<file path="src/eag_cfg.svh">
// constants for the effective address generator
`ifndef EAG_CFG_SVH
`define EAG_CFG_SVH

// =====================================================
// mode field codes
`define EAG_MODE_DDIR 3'h0
`define EAG_MODE_ADIR 3'h1
`define EAG_MODE_IND 3'h2
`define EAG_MODE_POST 3'h3
`define EAG_MODE_PRE 3'h4
`define EAG_MODE_DISP 3'h5
`define EAG_MODE_IDX 3'h6
`define EAG_MODE_SPEC 3'h7

// =====================================================
// special mode codes held in the register field
`define EAG_SPEC_ABSW 3'h0
`define EAG_SPEC_ABSL 3'h1
`define EAG_SPEC_PCD 3'h2
`define EAG_SPEC_PCX 3'h3
`define EAG_SPEC_IMM 3'h4

// =====================================================
// field positions in the operation word and extension word
`define EAG_OP_MODE_HI 5
`define EAG_OP_MODE_LO 3
`define EAG_OP_REG_HI 2
`define EAG_OP_REG_LO 0
`define EAG_X_REG_HI 15
`define EAG_X_REG_LO 12
`define EAG_X_LONG 11

// =====================================================
// stack register number, steps, space codes, reset values
`define EAG_STACK_REG 3'h7
`define EAG_STEP_BYTE 3'h1
`define EAG_STEP_WORD 3'h2
`define EAG_STEP_LONG 3'h4
`define EAG_EXT_STRIDE 32'h0000_0002
`define EAG_FC_DATA 2'h1
`define EAG_FC_PROG 2'h2
`define EAG_REG_RESET 32'h0000_0000

`endif

</file>
<file path="src/eag_pkg.sv">
// types shared by the effective address generator
package eag_pkg;

  // =====================================================
  // operand size and sequencer state
  typedef enum logic [1:0] {EAG_SZ_BYTE, EAG_SZ_WORD, EAG_SZ_LONG} eag_size_t;
  typedef enum logic [2:0] {EAG_IDLE, EAG_EXT1, EAG_EXT2, EAG_CALC, EAG_DONE} eag_state_t;

endpackage

</file>
<file path="src/eag_step.sv">
// address register step amount by operand size
`timescale 1ns/100ps
`default_nettype none
`include "eag_cfg.svh"
module eag_step (
  // request
  input wire eag_pkg::eag_size_t size,
  input wire logic is_stack,
  // result
  output logic [2:0] step
);
  import eag_pkg::*;

  // byte on the stack register steps by two to keep word alignment
  always_comb begin
    case (size)
      EAG_SZ_BYTE: step = is_stack ? `EAG_STEP_WORD : `EAG_STEP_BYTE;
      EAG_SZ_WORD: step = `EAG_STEP_WORD;
      default: step = `EAG_STEP_LONG;
    endcase
  end
endmodule
`default_nettype wire

</file>
<file path="src/eag_regfile.sv">
// data and address registers with two stack pointers
`timescale 1ns/100ps
`default_nettype none
`include "eag_cfg.svh"
module eag_regfile (
  // clock and reset
  input wire logic clk,
  input wire logic rst_n,
  // privilege
  input wire logic priv_bit,
  // address register read
  input wire logic [2:0] an_idx,
  output logic [31:0] an_val,
  // general read, bit 3 selects the address bank
  input wire logic [3:0] gp_idx,
  output logic [31:0] gp_val,
  // address register update from the generator
  input wire logic an_we,
  input wire logic [2:0] an_wr_idx,
  input wire logic [31:0] an_wr_val,
  // execution write
  input wire logic wr_en,
  input wire logic [3:0] wr_idx,
  input wire eag_pkg::eag_size_t wr_size,
  input wire logic [31:0] wr_data
);
  import eag_pkg::*;

  logic [31:0] data_ff [8];
  logic [31:0] addr_ff [7];
  logic [31:0] priv_sp_ff;
  logic [31:0] unpriv_sp_ff;
  logic [31:0] nxt_data;

  // stack register reads the pointer chosen by privilege
  function automatic logic [31:0] rd_addr(input logic [2:0] i);
    if (i == `EAG_STACK_REG) begin
      return priv_bit ? priv_sp_ff : unpriv_sp_ff;
    end
    return addr_ff[i];
  endfunction

  assign an_val = rd_addr(an_idx);
  assign gp_val = gp_idx[3] ? rd_addr(gp_idx[2:0]) : data_ff[gp_idx[2:0]];

  // byte and word data writes change only the low part of the register, long writes replace it
  always_comb begin
    nxt_data = data_ff[wr_idx[2:0]];
    case (wr_size)
      EAG_SZ_BYTE: nxt_data[7:0] = wr_data[7:0];
      EAG_SZ_WORD: nxt_data[15:0] = wr_data[15:0];
      default: nxt_data = wr_data;
    endcase
  end

  // register update, generator side effect wins on the same register
  always_ff @(posedge clk or negedge rst_n) begin
    if (!rst_n) begin
      for (int i = 0; i < 8; i++) data_ff[i] <= `EAG_REG_RESET;
      for (int i = 0; i < 7; i++) addr_ff[i] <= `EAG_REG_RESET;
      priv_sp_ff <= `EAG_REG_RESET;
      unpriv_sp_ff <= `EAG_REG_RESET;
    end else begin
      if (wr_en && !wr_idx[3]) begin
        data_ff[wr_idx[2:0]] <= nxt_data;
      end
      if (wr_en && wr_idx[3] && !(an_we && an_wr_idx == wr_idx[2:0])) begin
        if (wr_idx[2:0] != `EAG_STACK_REG) addr_ff[wr_idx[2:0]] <= wr_data;
        else if (priv_bit) priv_sp_ff <= wr_data;
        else unpriv_sp_ff <= wr_data;
      end
      if (an_we) begin
        if (an_wr_idx != `EAG_STACK_REG) addr_ff[an_wr_idx] <= an_wr_val;
        else if (priv_bit) priv_sp_ff <= an_wr_val;
        else unpriv_sp_ff <= an_wr_val;
      end
    end
  end
endmodule
`default_nettype wire

</file>
<file path="src/eag_top.sv">
// effective address decoder and operand address generator
// =====================================================
// Notes on behaviour
// - effective address is a 3-bit mode and 3-bit register from the op word.
// - modes 000 to 110 pick register direct, indirect and indexed forms.
// - mode 111 uses the register field to pick a special mode.
// - register direct takes the numbered data or address register.
// - postincrement uses the register then adds 1, 2 or 4 by size.
// - postincrement of the stack register by a byte adds two.
// - predecrement subtracts 1, 2 or 4 first and uses the new value.
// - predecrement of the stack register by a byte subtracts two.
// - displacement adds one sign-extended 16-bit extension word to the register.
// - index mode adds register, sign-extended low byte and index register.
// - absolute short sign-extends one extension word as the address.
// - absolute long joins two extension words, first word high.
// - instruction pointer displacement adds the sign-extended word to the extension word address.
// - instruction pointer index adds extension word address, low byte and index register.
// - immediate takes low byte, one word, or two words high first.
// - extension words are fetched from the words after the op word.
// - reads are data space except instruction pointer relative; writes are data space.
// - memory and absolute modes are program references for jumps.
// - space indication outputs show the space of the operand cycle.
// - stack register is privileged or unprivileged pointer by privilege bit.
// - stack pushes move the stack pointer toward lower addresses.
// - only status word instructions may reach the status word via immediate field.
// - data registers supply low byte or low word, upper bits untouched.
`timescale 1ns/100ps
`default_nettype none
`include "eag_cfg.svh"
module eag_top (
  // clock and reset
  input wire logic clk,
  input wire logic resetn,
  // request
  input wire logic start,
  input wire logic [15:0] op_word,
  input wire logic [31:0] op_addr,
  input wire eag_pkg::eag_size_t op_size,
  input wire logic is_jump,
  input wire logic is_write,
  input wire logic status_insn,
  input wire logic priv_bit,
  // extension word fetch
  output logic ext_req,
  output logic [31:0] ext_addr,
  input wire logic ext_valid,
  input wire logic [15:0] ext_word,
  // register write from execution
  input wire logic wr_en,
  input wire logic [3:0] wr_idx,
  input wire eag_pkg::eag_size_t wr_size,
  input wire logic [31:0] wr_data,
  // result
  output logic busy,
  output logic done,
  output logic illegal,
  output logic mem_ref,
  output logic status_ref,
  output logic [31:0] ea_addr,
  output logic [31:0] operand,
  output logic [2:0] space_code
);
  import eag_pkg::*;

  // =====================================================
  // reset synchroniser
  logic rst_meta_ff;
  logic rst_n;

  // release reset through two flops
  always_ff @(posedge clk or negedge resetn) begin
    if (!resetn) begin
      rst_meta_ff <= 1'b0;
      rst_n <= 1'b0;
    end else begin
      rst_meta_ff <= 1'b1;
      rst_n <= rst_meta_ff;
    end
  end

  // =====================================================
  // captured request
  eag_state_t state_ff;
  logic [2:0] mode_ff;
  logic [2:0] reg_ff;
  eag_size_t size_ff;
  logic jump_ff;
  logic write_ff;
  logic status_ff;
  logic [31:0] ext_addr_ff;
  logic [31:0] ext1_addr_ff;
  logic [15:0] ext1_ff;
  logic [15:0] ext2_ff;
  logic [1:0] need_ext;
  logic bad_ea;
  logic [1:0] need_ext_ff;

  // extension word count from the decoded mode
  always_comb begin
    need_ext = 2'h0;
    bad_ea = 1'b0;
    case (op_word[`EAG_OP_MODE_HI:`EAG_OP_MODE_LO])
      `EAG_MODE_DISP, `EAG_MODE_IDX: need_ext = 2'h1;
      `EAG_MODE_SPEC: begin
        case (op_word[`EAG_OP_REG_HI:`EAG_OP_REG_LO])
          `EAG_SPEC_ABSW, `EAG_SPEC_PCD, `EAG_SPEC_PCX: need_ext = 2'h1;
          `EAG_SPEC_ABSL: need_ext = 2'h2;
          `EAG_SPEC_IMM: need_ext = (op_size == EAG_SZ_LONG) ? 2'h2 : 2'h1;
          default: bad_ea = 1'b1;
        endcase
      end
      default: need_ext = 2'h0;
    endcase
  end

  // sequencer
  always_ff @(posedge clk or negedge rst_n) begin
    if (!rst_n) begin
      state_ff <= EAG_IDLE;
    end else begin
      case (state_ff)
        EAG_IDLE: begin
          if (start && bad_ea) state_ff <= EAG_DONE;
          else if (start && need_ext != 2'h0) state_ff <= EAG_EXT1;
          else if (start) state_ff <= EAG_CALC;
        end
        EAG_EXT1: begin
          if (ext_valid) state_ff <= (need_ext_ff == 2'h2) ? EAG_EXT2 : EAG_CALC;
        end
        EAG_EXT2: begin
          if (ext_valid) state_ff <= EAG_CALC;
        end
        EAG_CALC: state_ff <= EAG_DONE;
        EAG_DONE: state_ff <= EAG_IDLE;
        default: state_ff <= EAG_IDLE;
      endcase
    end
  end

  // capture the operation word fields at start
  always_ff @(posedge clk or negedge rst_n) begin
    if (!rst_n) begin
      mode_ff <= 3'h0;
      reg_ff <= 3'h0;
      size_ff <= EAG_SZ_BYTE;
      jump_ff <= 1'b0;
      write_ff <= 1'b0;
      status_ff <= 1'b0;
      need_ext_ff <= 2'h0;
    end else if (state_ff == EAG_IDLE && start) begin
      mode_ff <= op_word[`EAG_OP_MODE_HI:`EAG_OP_MODE_LO];
      reg_ff <= op_word[`EAG_OP_REG_HI:`EAG_OP_REG_LO];
      size_ff <= op_size;
      jump_ff <= is_jump;
      write_ff <= is_write;
      status_ff <= status_insn;
      need_ext_ff <= need_ext;
    end
  end

  // extension words follow the operation word in the stream
  always_ff @(posedge clk or negedge rst_n) begin
    if (!rst_n) begin
      ext_addr_ff <= 32'h0000_0000;
      ext1_addr_ff <= 32'h0000_0000;
      ext1_ff <= 16'h0000;
      ext2_ff <= 16'h0000;
    end else if (state_ff == EAG_IDLE && start) begin
      ext_addr_ff <= op_addr + `EAG_EXT_STRIDE;
      ext1_addr_ff <= op_addr + `EAG_EXT_STRIDE;
    end else if (ext_req && ext_valid) begin
      ext_addr_ff <= ext_addr_ff + `EAG_EXT_STRIDE;
      if (state_ff == EAG_EXT1) ext1_ff <= ext_word;
      else ext2_ff <= ext_word;
    end
  end

  assign ext_req = (state_ff == EAG_EXT1) || (state_ff == EAG_EXT2);
  assign ext_addr = ext_addr_ff;
  assign busy = (state_ff != EAG_IDLE);

  // =====================================================
  // register file and step
  logic [31:0] an_val;
  logic [31:0] gp_val;
  logic [3:0] gp_idx;
  logic an_we;
  logic [31:0] an_wr_val;
  logic [2:0] step;
  logic [31:0] step32;

  // general port serves data and address register direct and the index register
  assign gp_idx = (mode_ff == `EAG_MODE_DDIR) ? {1'b0, reg_ff} :
                  (mode_ff == `EAG_MODE_ADIR) ? {1'b1, reg_ff} :
                  ext1_ff[`EAG_X_REG_HI:`EAG_X_REG_LO];

  eag_regfile u_regs (
    .clk(clk),
    .rst_n(rst_n),
    .priv_bit(priv_bit),
    .an_idx(reg_ff),
    .an_val(an_val),
    .gp_idx(gp_idx),
    .gp_val(gp_val),
    .an_we(an_we),
    .an_wr_idx(reg_ff),
    .an_wr_val(an_wr_val),
    .wr_en(wr_en),
    .wr_idx(wr_idx),
    .wr_size(wr_size),
    .wr_data(wr_data)
  );

  eag_step u_step (
    .size(size_ff),
    .is_stack(reg_ff == `EAG_STACK_REG),
    .step(step)
  );

  assign step32 = {29'h0, step};

  // =====================================================
  // address formation
  logic [31:0] disp16;
  logic [31:0] disp8;
  logic [31:0] index_val;
  logic [31:0] nxt_ea;
  logic [31:0] nxt_operand;
  logic nxt_mem;
  logic nxt_prog;
  logic nxt_status;

  assign disp16 = {{16{ext1_ff[15]}}, ext1_ff};
  assign disp8 = {{24{ext1_ff[7]}}, ext1_ff[7:0]};
  assign index_val = ext1_ff[`EAG_X_LONG] ? gp_val : {{16{gp_val[15]}}, gp_val[15:0]};

  // address, operand and space per mode
  always_comb begin
    nxt_ea = 32'h0000_0000;
    nxt_operand = 32'h0000_0000;
    nxt_mem = 1'b1;
    nxt_prog = 1'b0;
    nxt_status = 1'b0;
    an_wr_val = an_val;
    an_we = 1'b0;
    case (mode_ff)
      `EAG_MODE_DDIR: begin
        nxt_mem = 1'b0;
        case (size_ff)
          EAG_SZ_BYTE: nxt_operand = {24'h0, gp_val[7:0]};
          EAG_SZ_WORD: nxt_operand = {16'h0, gp_val[15:0]};
          default: nxt_operand = gp_val;
        endcase
      end
      `EAG_MODE_ADIR: begin
        nxt_mem = 1'b0;
        nxt_operand = (size_ff == EAG_SZ_LONG) ? gp_val : {16'h0, gp_val[15:0]};
      end
      `EAG_MODE_IND: nxt_ea = an_val;
      `EAG_MODE_POST: begin
        nxt_ea = an_val;
        an_wr_val = an_val + step32;
        an_we = (state_ff == EAG_CALC);
      end
      `EAG_MODE_PRE: begin
        an_wr_val = an_val - step32;
        nxt_ea = an_wr_val;
        an_we = (state_ff == EAG_CALC);
      end
      `EAG_MODE_DISP: nxt_ea = an_val + disp16;
      `EAG_MODE_IDX: nxt_ea = an_val + disp8 + index_val;
      default: begin
        case (reg_ff)
          `EAG_SPEC_ABSW: nxt_ea = disp16;
          `EAG_SPEC_ABSL: nxt_ea = {ext1_ff, ext2_ff};
          `EAG_SPEC_PCD: begin
            nxt_ea = ext1_addr_ff + disp16;
            nxt_prog = 1'b1;
          end
          `EAG_SPEC_PCX: begin
            nxt_ea = ext1_addr_ff + disp8 + index_val;
            nxt_prog = 1'b1;
          end
          `EAG_SPEC_IMM: begin
            nxt_mem = 1'b0;
            nxt_status = status_ff;
            case (size_ff)
              EAG_SZ_BYTE: nxt_operand = {24'h0, ext1_ff[7:0]};
              EAG_SZ_WORD: nxt_operand = {16'h0, ext1_ff};
              default: nxt_operand = {ext1_ff, ext2_ff};
            endcase
          end
          default: nxt_mem = 1'b0;
        endcase
      end
    endcase
    // jumps fetch program from any memory or absolute address
    if (jump_ff && nxt_mem) nxt_prog = 1'b1;
    if (write_ff) nxt_prog = 1'b0;
  end

  // =====================================================
  // result registers
  logic done_ff;
  logic illegal_ff;
  logic mem_ff;
  logic status_ref_ff;
  logic [31:0] ea_ff;
  logic [31:0] operand_ff;
  logic [2:0] space_ff;

  // results load in the calc cycle and stand until the next request
  always_ff @(posedge clk or negedge rst_n) begin
    if (!rst_n) begin
      ea_ff <= 32'h0000_0000;
      operand_ff <= 32'h0000_0000;
      mem_ff <= 1'b0;
      status_ref_ff <= 1'b0;
      space_ff <= 3'h0;
    end else if (state_ff == EAG_CALC) begin
      ea_ff <= nxt_ea;
      operand_ff <= nxt_operand;
      mem_ff <= nxt_mem;
      status_ref_ff <= nxt_status;
      space_ff <= {priv_bit, nxt_prog ? `EAG_FC_PROG : `EAG_FC_DATA};
    end else if (state_ff == EAG_IDLE && start) begin
      mem_ff <= 1'b0;
      status_ref_ff <= 1'b0;
    end
  end

  // completion and illegal pulses
  always_ff @(posedge clk or negedge rst_n) begin
    if (!rst_n) begin
      done_ff <= 1'b0;
      illegal_ff <= 1'b0;
    end else begin
      done_ff <= (state_ff == EAG_CALC) || (state_ff == EAG_IDLE && start && bad_ea);
      illegal_ff <= (state_ff == EAG_IDLE && start && bad_ea);
    end
  end

  assign done = done_ff;
  assign illegal = illegal_ff;
  assign mem_ref = mem_ff;
  assign status_ref = status_ref_ff;
  assign ea_addr = ea_ff;
  assign operand = operand_ff;
  assign space_code = space_ff;

endmodule
`default_nettype wire

</file>
<file path="config.mk">
export PLATFORM = sky130hd
export DESIGN_NAME = eag_top
export DESIGN_NICKNAME = d
export VERILOG_FILES = /design/src/eag_pkg.sv /design/src/eag_step.sv /design/src/eag_regfile.sv /design/src/eag_top.sv
export VERILOG_INCLUDE_DIRS = /design/src /design/src/src
export SDC_FILE = /design/constraint.sdc
export NUM_CORES = 2
export LEC_CHECK = 0
export BUFFER_PORTS_ARGS = -buffer_cell sky130_fd_sc_hd__buf_2
export CORE_ASPECT_RATIO = 0.75
export CORE_MARGIN = 10
export CORE_UTILIZATION = 55
export CTS_CLUSTER_DIAMETER = 40
export DETAILED_ROUTE_END_ITERATION = 16
export PLACE_DENSITY = 0.72
export SLEW_MARGIN = 20
export SYNTH_ARGS = -nofsm -noshare
export SYNTH_HDL_FRONTEND = slang
export SYNTH_SLANG_ARGS = --single-unit
</file>
<file path="constraint.sdc">
create_clock -name clk -period 30.5 [get_ports clk]
set_clock_uncertainty 0.1 [all_clocks]
set_input_delay 6.1 -clock clk [delete_from_list [all_inputs] [get_ports clk]]
set_output_delay 6.1 -clock clk [all_outputs]
set_load 0.05 [all_outputs]
</file>
==> results.md <==
* Data required time at the worst endpoint at roughly 31 ns
* CP Data Arrival Time at 12.96 ns
* Count of buffers inserted at the top-level ports at slightly above 200
* Critical Path Sink Type: register
* Average vias per placed instance at about 6.7
* Number of antenna violations at the first check in global routing at 17
* Share of the core filled with cells in the final layout at 0.620
* Die outline area at ~0.11 mm²
* Worst setup slack after layout at roughly 18 ns
* Number of nets in the final layout at between 6000 and 7000
* Clock-pin slew of the registers on the worst-case setup and hold paths at 0.06 ns
* Total core area at around 0.092 mm²
* Io pins at 218
* Most numerous cell types in the synthesized netlist: nand2_1 (1174), dfrtp_1 (729), a21oi_1 (456)
* Initial Utilization at 0.556
* Basic-gate share of the synthesized area counting and, or, nand and nor cells at 0.191
* Worst path cell trace: buf_2 -> buf_4 -> mux2_2 -> mux4_2 -> a211oi_1 -> a31oi_1 -> fa_1 -> ha_1 -> fa_1 -> a211oi_1 -> o21ai_0 -> a21oi_1 -> o221ai_1 -> a2111oi_0 -> nor3_1 -> o221ai_1 -> xnor3_1 -> nand3_1 -> a31oi_1
* Number of levels the H-tree was split into at 3
* Type of element launching the critical path: primary input
* Worst setup timing slack at the placement stage at between 15 and 20 ns
* Top Family by Delay on Critical Path: compound AO/OA/AOI/OAI gates
* Overall Global Routing Usage at 0.365
* Final-report max-slew violation count at 0
* Layout area overhead at 11.6%
* Worst-skew pair later-pin latency at 0.75 ns
* HPWL Detailed at between 100000 and 150000 µm
* Cell type with the largest total area after synthesis: dfrtp_1
* # setup viols final at 0
* Final total negative setup slack at 0 ns
* Total of max-cap violations at 0
* Worst Hold Path Cells at 0
* Most used DFF post-synth: dfrtp_1
* Share of synthesized area occupied by flip-flops and latches at 0.358
* Cell types occupying the most area after synthesis: dfrtp_1 (36%), nand2_1 (8.6%), mux2_2 (6.6%), a21oi_1 (4.5%), mux2i_1 (4.1%)
* Number of cells produced by synthesis at slightly below 6000
* GRT met1 Usage at 0.510
* EDFF count, synth at 0
* Fraction of met3 tracks used by global routing at 0.137
* Setup repair after global routing missed its margin: no
* Kind of critical path: primary input to register
* Clock Tree Buf Depth at 3
* Most frequently used cell type in the post-synthesis netlist: nand2_1
* Hold buffer count at cts at 0
* Highest net fanout along the worst path at 37
* Wire length of the first global-routing pass at ~300000 µm
* Synthesized-area fraction occupied by ao, oa, aoi and oai cells at 0.187
* Crit path buf inv count at 2
* Peak clock frequency supported by timing at 80.3 MHz
* Hold path startpoint: rst_meta_ff$_DFF_PN0_
* Number of library cell types mapped by synthesis at 100
* Number of gates resized after cts at 0
* Flop and latch count out of synthesis at around 730
* Least-Margin Pin Slew at about 1.2 ns
* Number of fill cells at about 7900
* Minimum period implied by the final worst setup slack at 12.45 ns
* Number of global-route vias before repair at roughly 46000
* Cell Area, Placed at ~0.053 mm²
* Setup slack on the worst flop-to-flop path at ~21 ns
* Routed Wire Length at approximately 200000 µm
* GR peak layer: met1
* Delay of the slowest critical-path stage at 0.97 ns
* Aggregate global routing overflow at 0
* Die Y at ~280 µm
* TritonCTS clock tree: done
* Top-area cell type share of the netlist area at 0.358
* Wire length per cell after detailed routing at roughly 28 µm
* Adder and majority cell fraction of the synthesized area at 0.0586
* Hold path endpoint: rst_n$_DFF_PN0_
* Sequential cell area at 0.0183 mm²
* CTS buffer count at between 100 and 150
* CTS Root Buffer Type: clkbuf_16
* Row cnt at 96
* Final Hold Vio Count at 0
* Final design instance area without fill at 0.0569 mm²
* Result of the run: finished, final reports clean
* DIE WIDTH at ~370 µm
* Maximum number of pins on one net before global-route repair at roughly 130
* Clock sink count at 729
* RePlAce Congestion at 0.988
* Count of antenna-violating nets left after detailed routing at 0
* Netlist area before placement at 0.0510 mm²
* Via count at between 40000 and 50000
* Share of flip-flops with an asynchronous set or reset at 1.00
* Combinational family with the most area after synthesis: simple AND/OR/NAND/NOR gates
* Number of nets produced by synthesis at ~6200
* Multi-input gate area in the final layout at just over 0.03 mm²
* Residual DRC count at 0
* Hold Path Class: register to register
* Max transition margin at 0.209
* Worst reg2reg startpoint: reg_ff[0]$_DFFE_PN0P_
* Post-CTS setup repair buffer count at 0
* Met2 track demand over resource in global routing at 0.503
* R2r worst-path depth at 21
* Post-synthesis area per instance at about 8.6 µm²
* Drt first pass iters at 6
* Xor and xnor fraction of the mapped netlist area at 0.0326
* Multiplexer area fraction after synthesis at 0.132
* Slowest stage cell on the critical path: a2111oi_0
* Total of warnings raised by yosys at 0
* Post-route fraction of the period consumed by the critical path at 0.408
* Terminus of the critical flop-to-flop path: ea_addr[31]$_DFFE_PN0P_
* Drt initial violations at about 6600
* Share of post-route cells with drive strength above 1 at 0.164
[cells in the final DEF, fill, tap and decap left out, types with 17 or more instances in the layout]
cell,instances
o211ai_1,23
buf_4,123
xor2_1,56
a22oi_1,32
inv_1,102
mux2i_1,209
o21ai_1,26
buf_2,208
fa_1,68
nand2b_1,23
ha_1,130
nand3_1,213
clkbuf_16,108
nand2_1,1162
nor2b_1,100
o22ai_1,44
nor2_1,393
dfrtp_1,724
a21oi_1,456
a211oi_1,163
and3_1,96
o21a_1,19
mux2_2,300
a221oi_1,67
mux4_2,55
o2bb2ai_1,17
xnor2_1,121
nor3_1,44
a21o_1,72
o21ai_0,297
a31oi_1,71
a311oi_1,32
nand4_1,31
and2_1,21
[sequential cells by signal, summed over array words and instances (netlist names), 2 cells and up]
name                 count
ext2_ff                 16
state_ff                 3
u_regs.addr_ff         224
u_regs.priv_sp_ff       32
size_ff                  2
u_regs.unpriv_sp_ff     32
ext1_addr_ff            32
ext1_ff                 16
reg_ff                   3
ext_addr                32
mode_ff                  3
u_regs.data_ff         256
ea_addr                 32
operand                 32
space_code               3
need_ext_ff              2
[layout make-up]
class | instances | share of cell area
diodes | 5 | 0.000220
clock buffers | 133 | 0.0519
clock inverters | 66 | 0.0151
inverters | 111 | 0.00732
multi-input cells | 4644 | 0.543
flip-flops and latches | 729 | 0.321
well taps | 1225 | 0.0269
repair buffers | 332 | 0.0349
[worst register-to-register path: stages (launching register included)]
cell	delay (ns)
dfrtp_4	0.86
buf_4	0.66
or3b_2	0.56
nand2_4	0.61
buf_4	0.96
nand2_1	0.14
nand3_1	0.12
and3_1	0.24
a211oi_1	0.08
a21oi_1	0.75
fa_1	0.56
ha_1	0.37
a211oi_1	0.37
o21ai_0	0.32
a21oi_1	0.49
o221ai_1	0.41
a2111oi_0	0.98
nor3_1	0.14
o221ai_1	0.22
xnor3_1	0.42
nand3_1	0.09
a31oi_1	0.08
[cell families after synthesis]
family | count (synthesis)
AND/OR/NAND/NOR | 2217
other | 1
XOR/XNOR | 184
AO/OA/AOI/OAI | 1479
multiplexers | 565
adder cells (fa/ha/maj) | 198
buffers and inverters | 526
flip-flops | 729
[per-stage QoR]
stage / hold WS [ns] / std cells
detailed placement: 0.242 / 7041
global route: 0.266 / 7242
floorplan: 0.231 / 5899
CTS: 0.254 / 7240
finish: 0.251 / 7245
global placement: 0.237 / 7040
[per-layer routing]
metal  vias to the layer above  routed length [µm]  share of wire
met2                      3336               81300           0.41
met5                         -                 121        0.00061
met1                     23700               79600           0.40
met3                       562               29600           0.15
li1                      21200                   -              -
met4                        18                8850          0.044
[worst max path at each step]
stage	startpoint	endpoint	slack [ns]	depth (start not counted)
global route	priv_bit	ea_addr[27]$_DFFE_PN0P_	17.78	19
global placement	priv_bit	ea_addr[31]$_DFFE_PN0P_	17.67	19
CTS	priv_bit	ea_addr[27]$_DFFE_PN0P_	18.37	19
finish	priv_bit	ea_addr[31]$_DFFE_PN0P_	18.05	19
detailed placement	priv_bit	ea_addr[31]$_DFFE_PN0P_	17.63	19
floorplan	rst_n$_DFF_PN0_	done$_DFF_PN0_	8.58	0
Power is left out: the tool's default activity adds up to more than one toggle a clock period on the data nets, which glitch-free logic cannot reach.
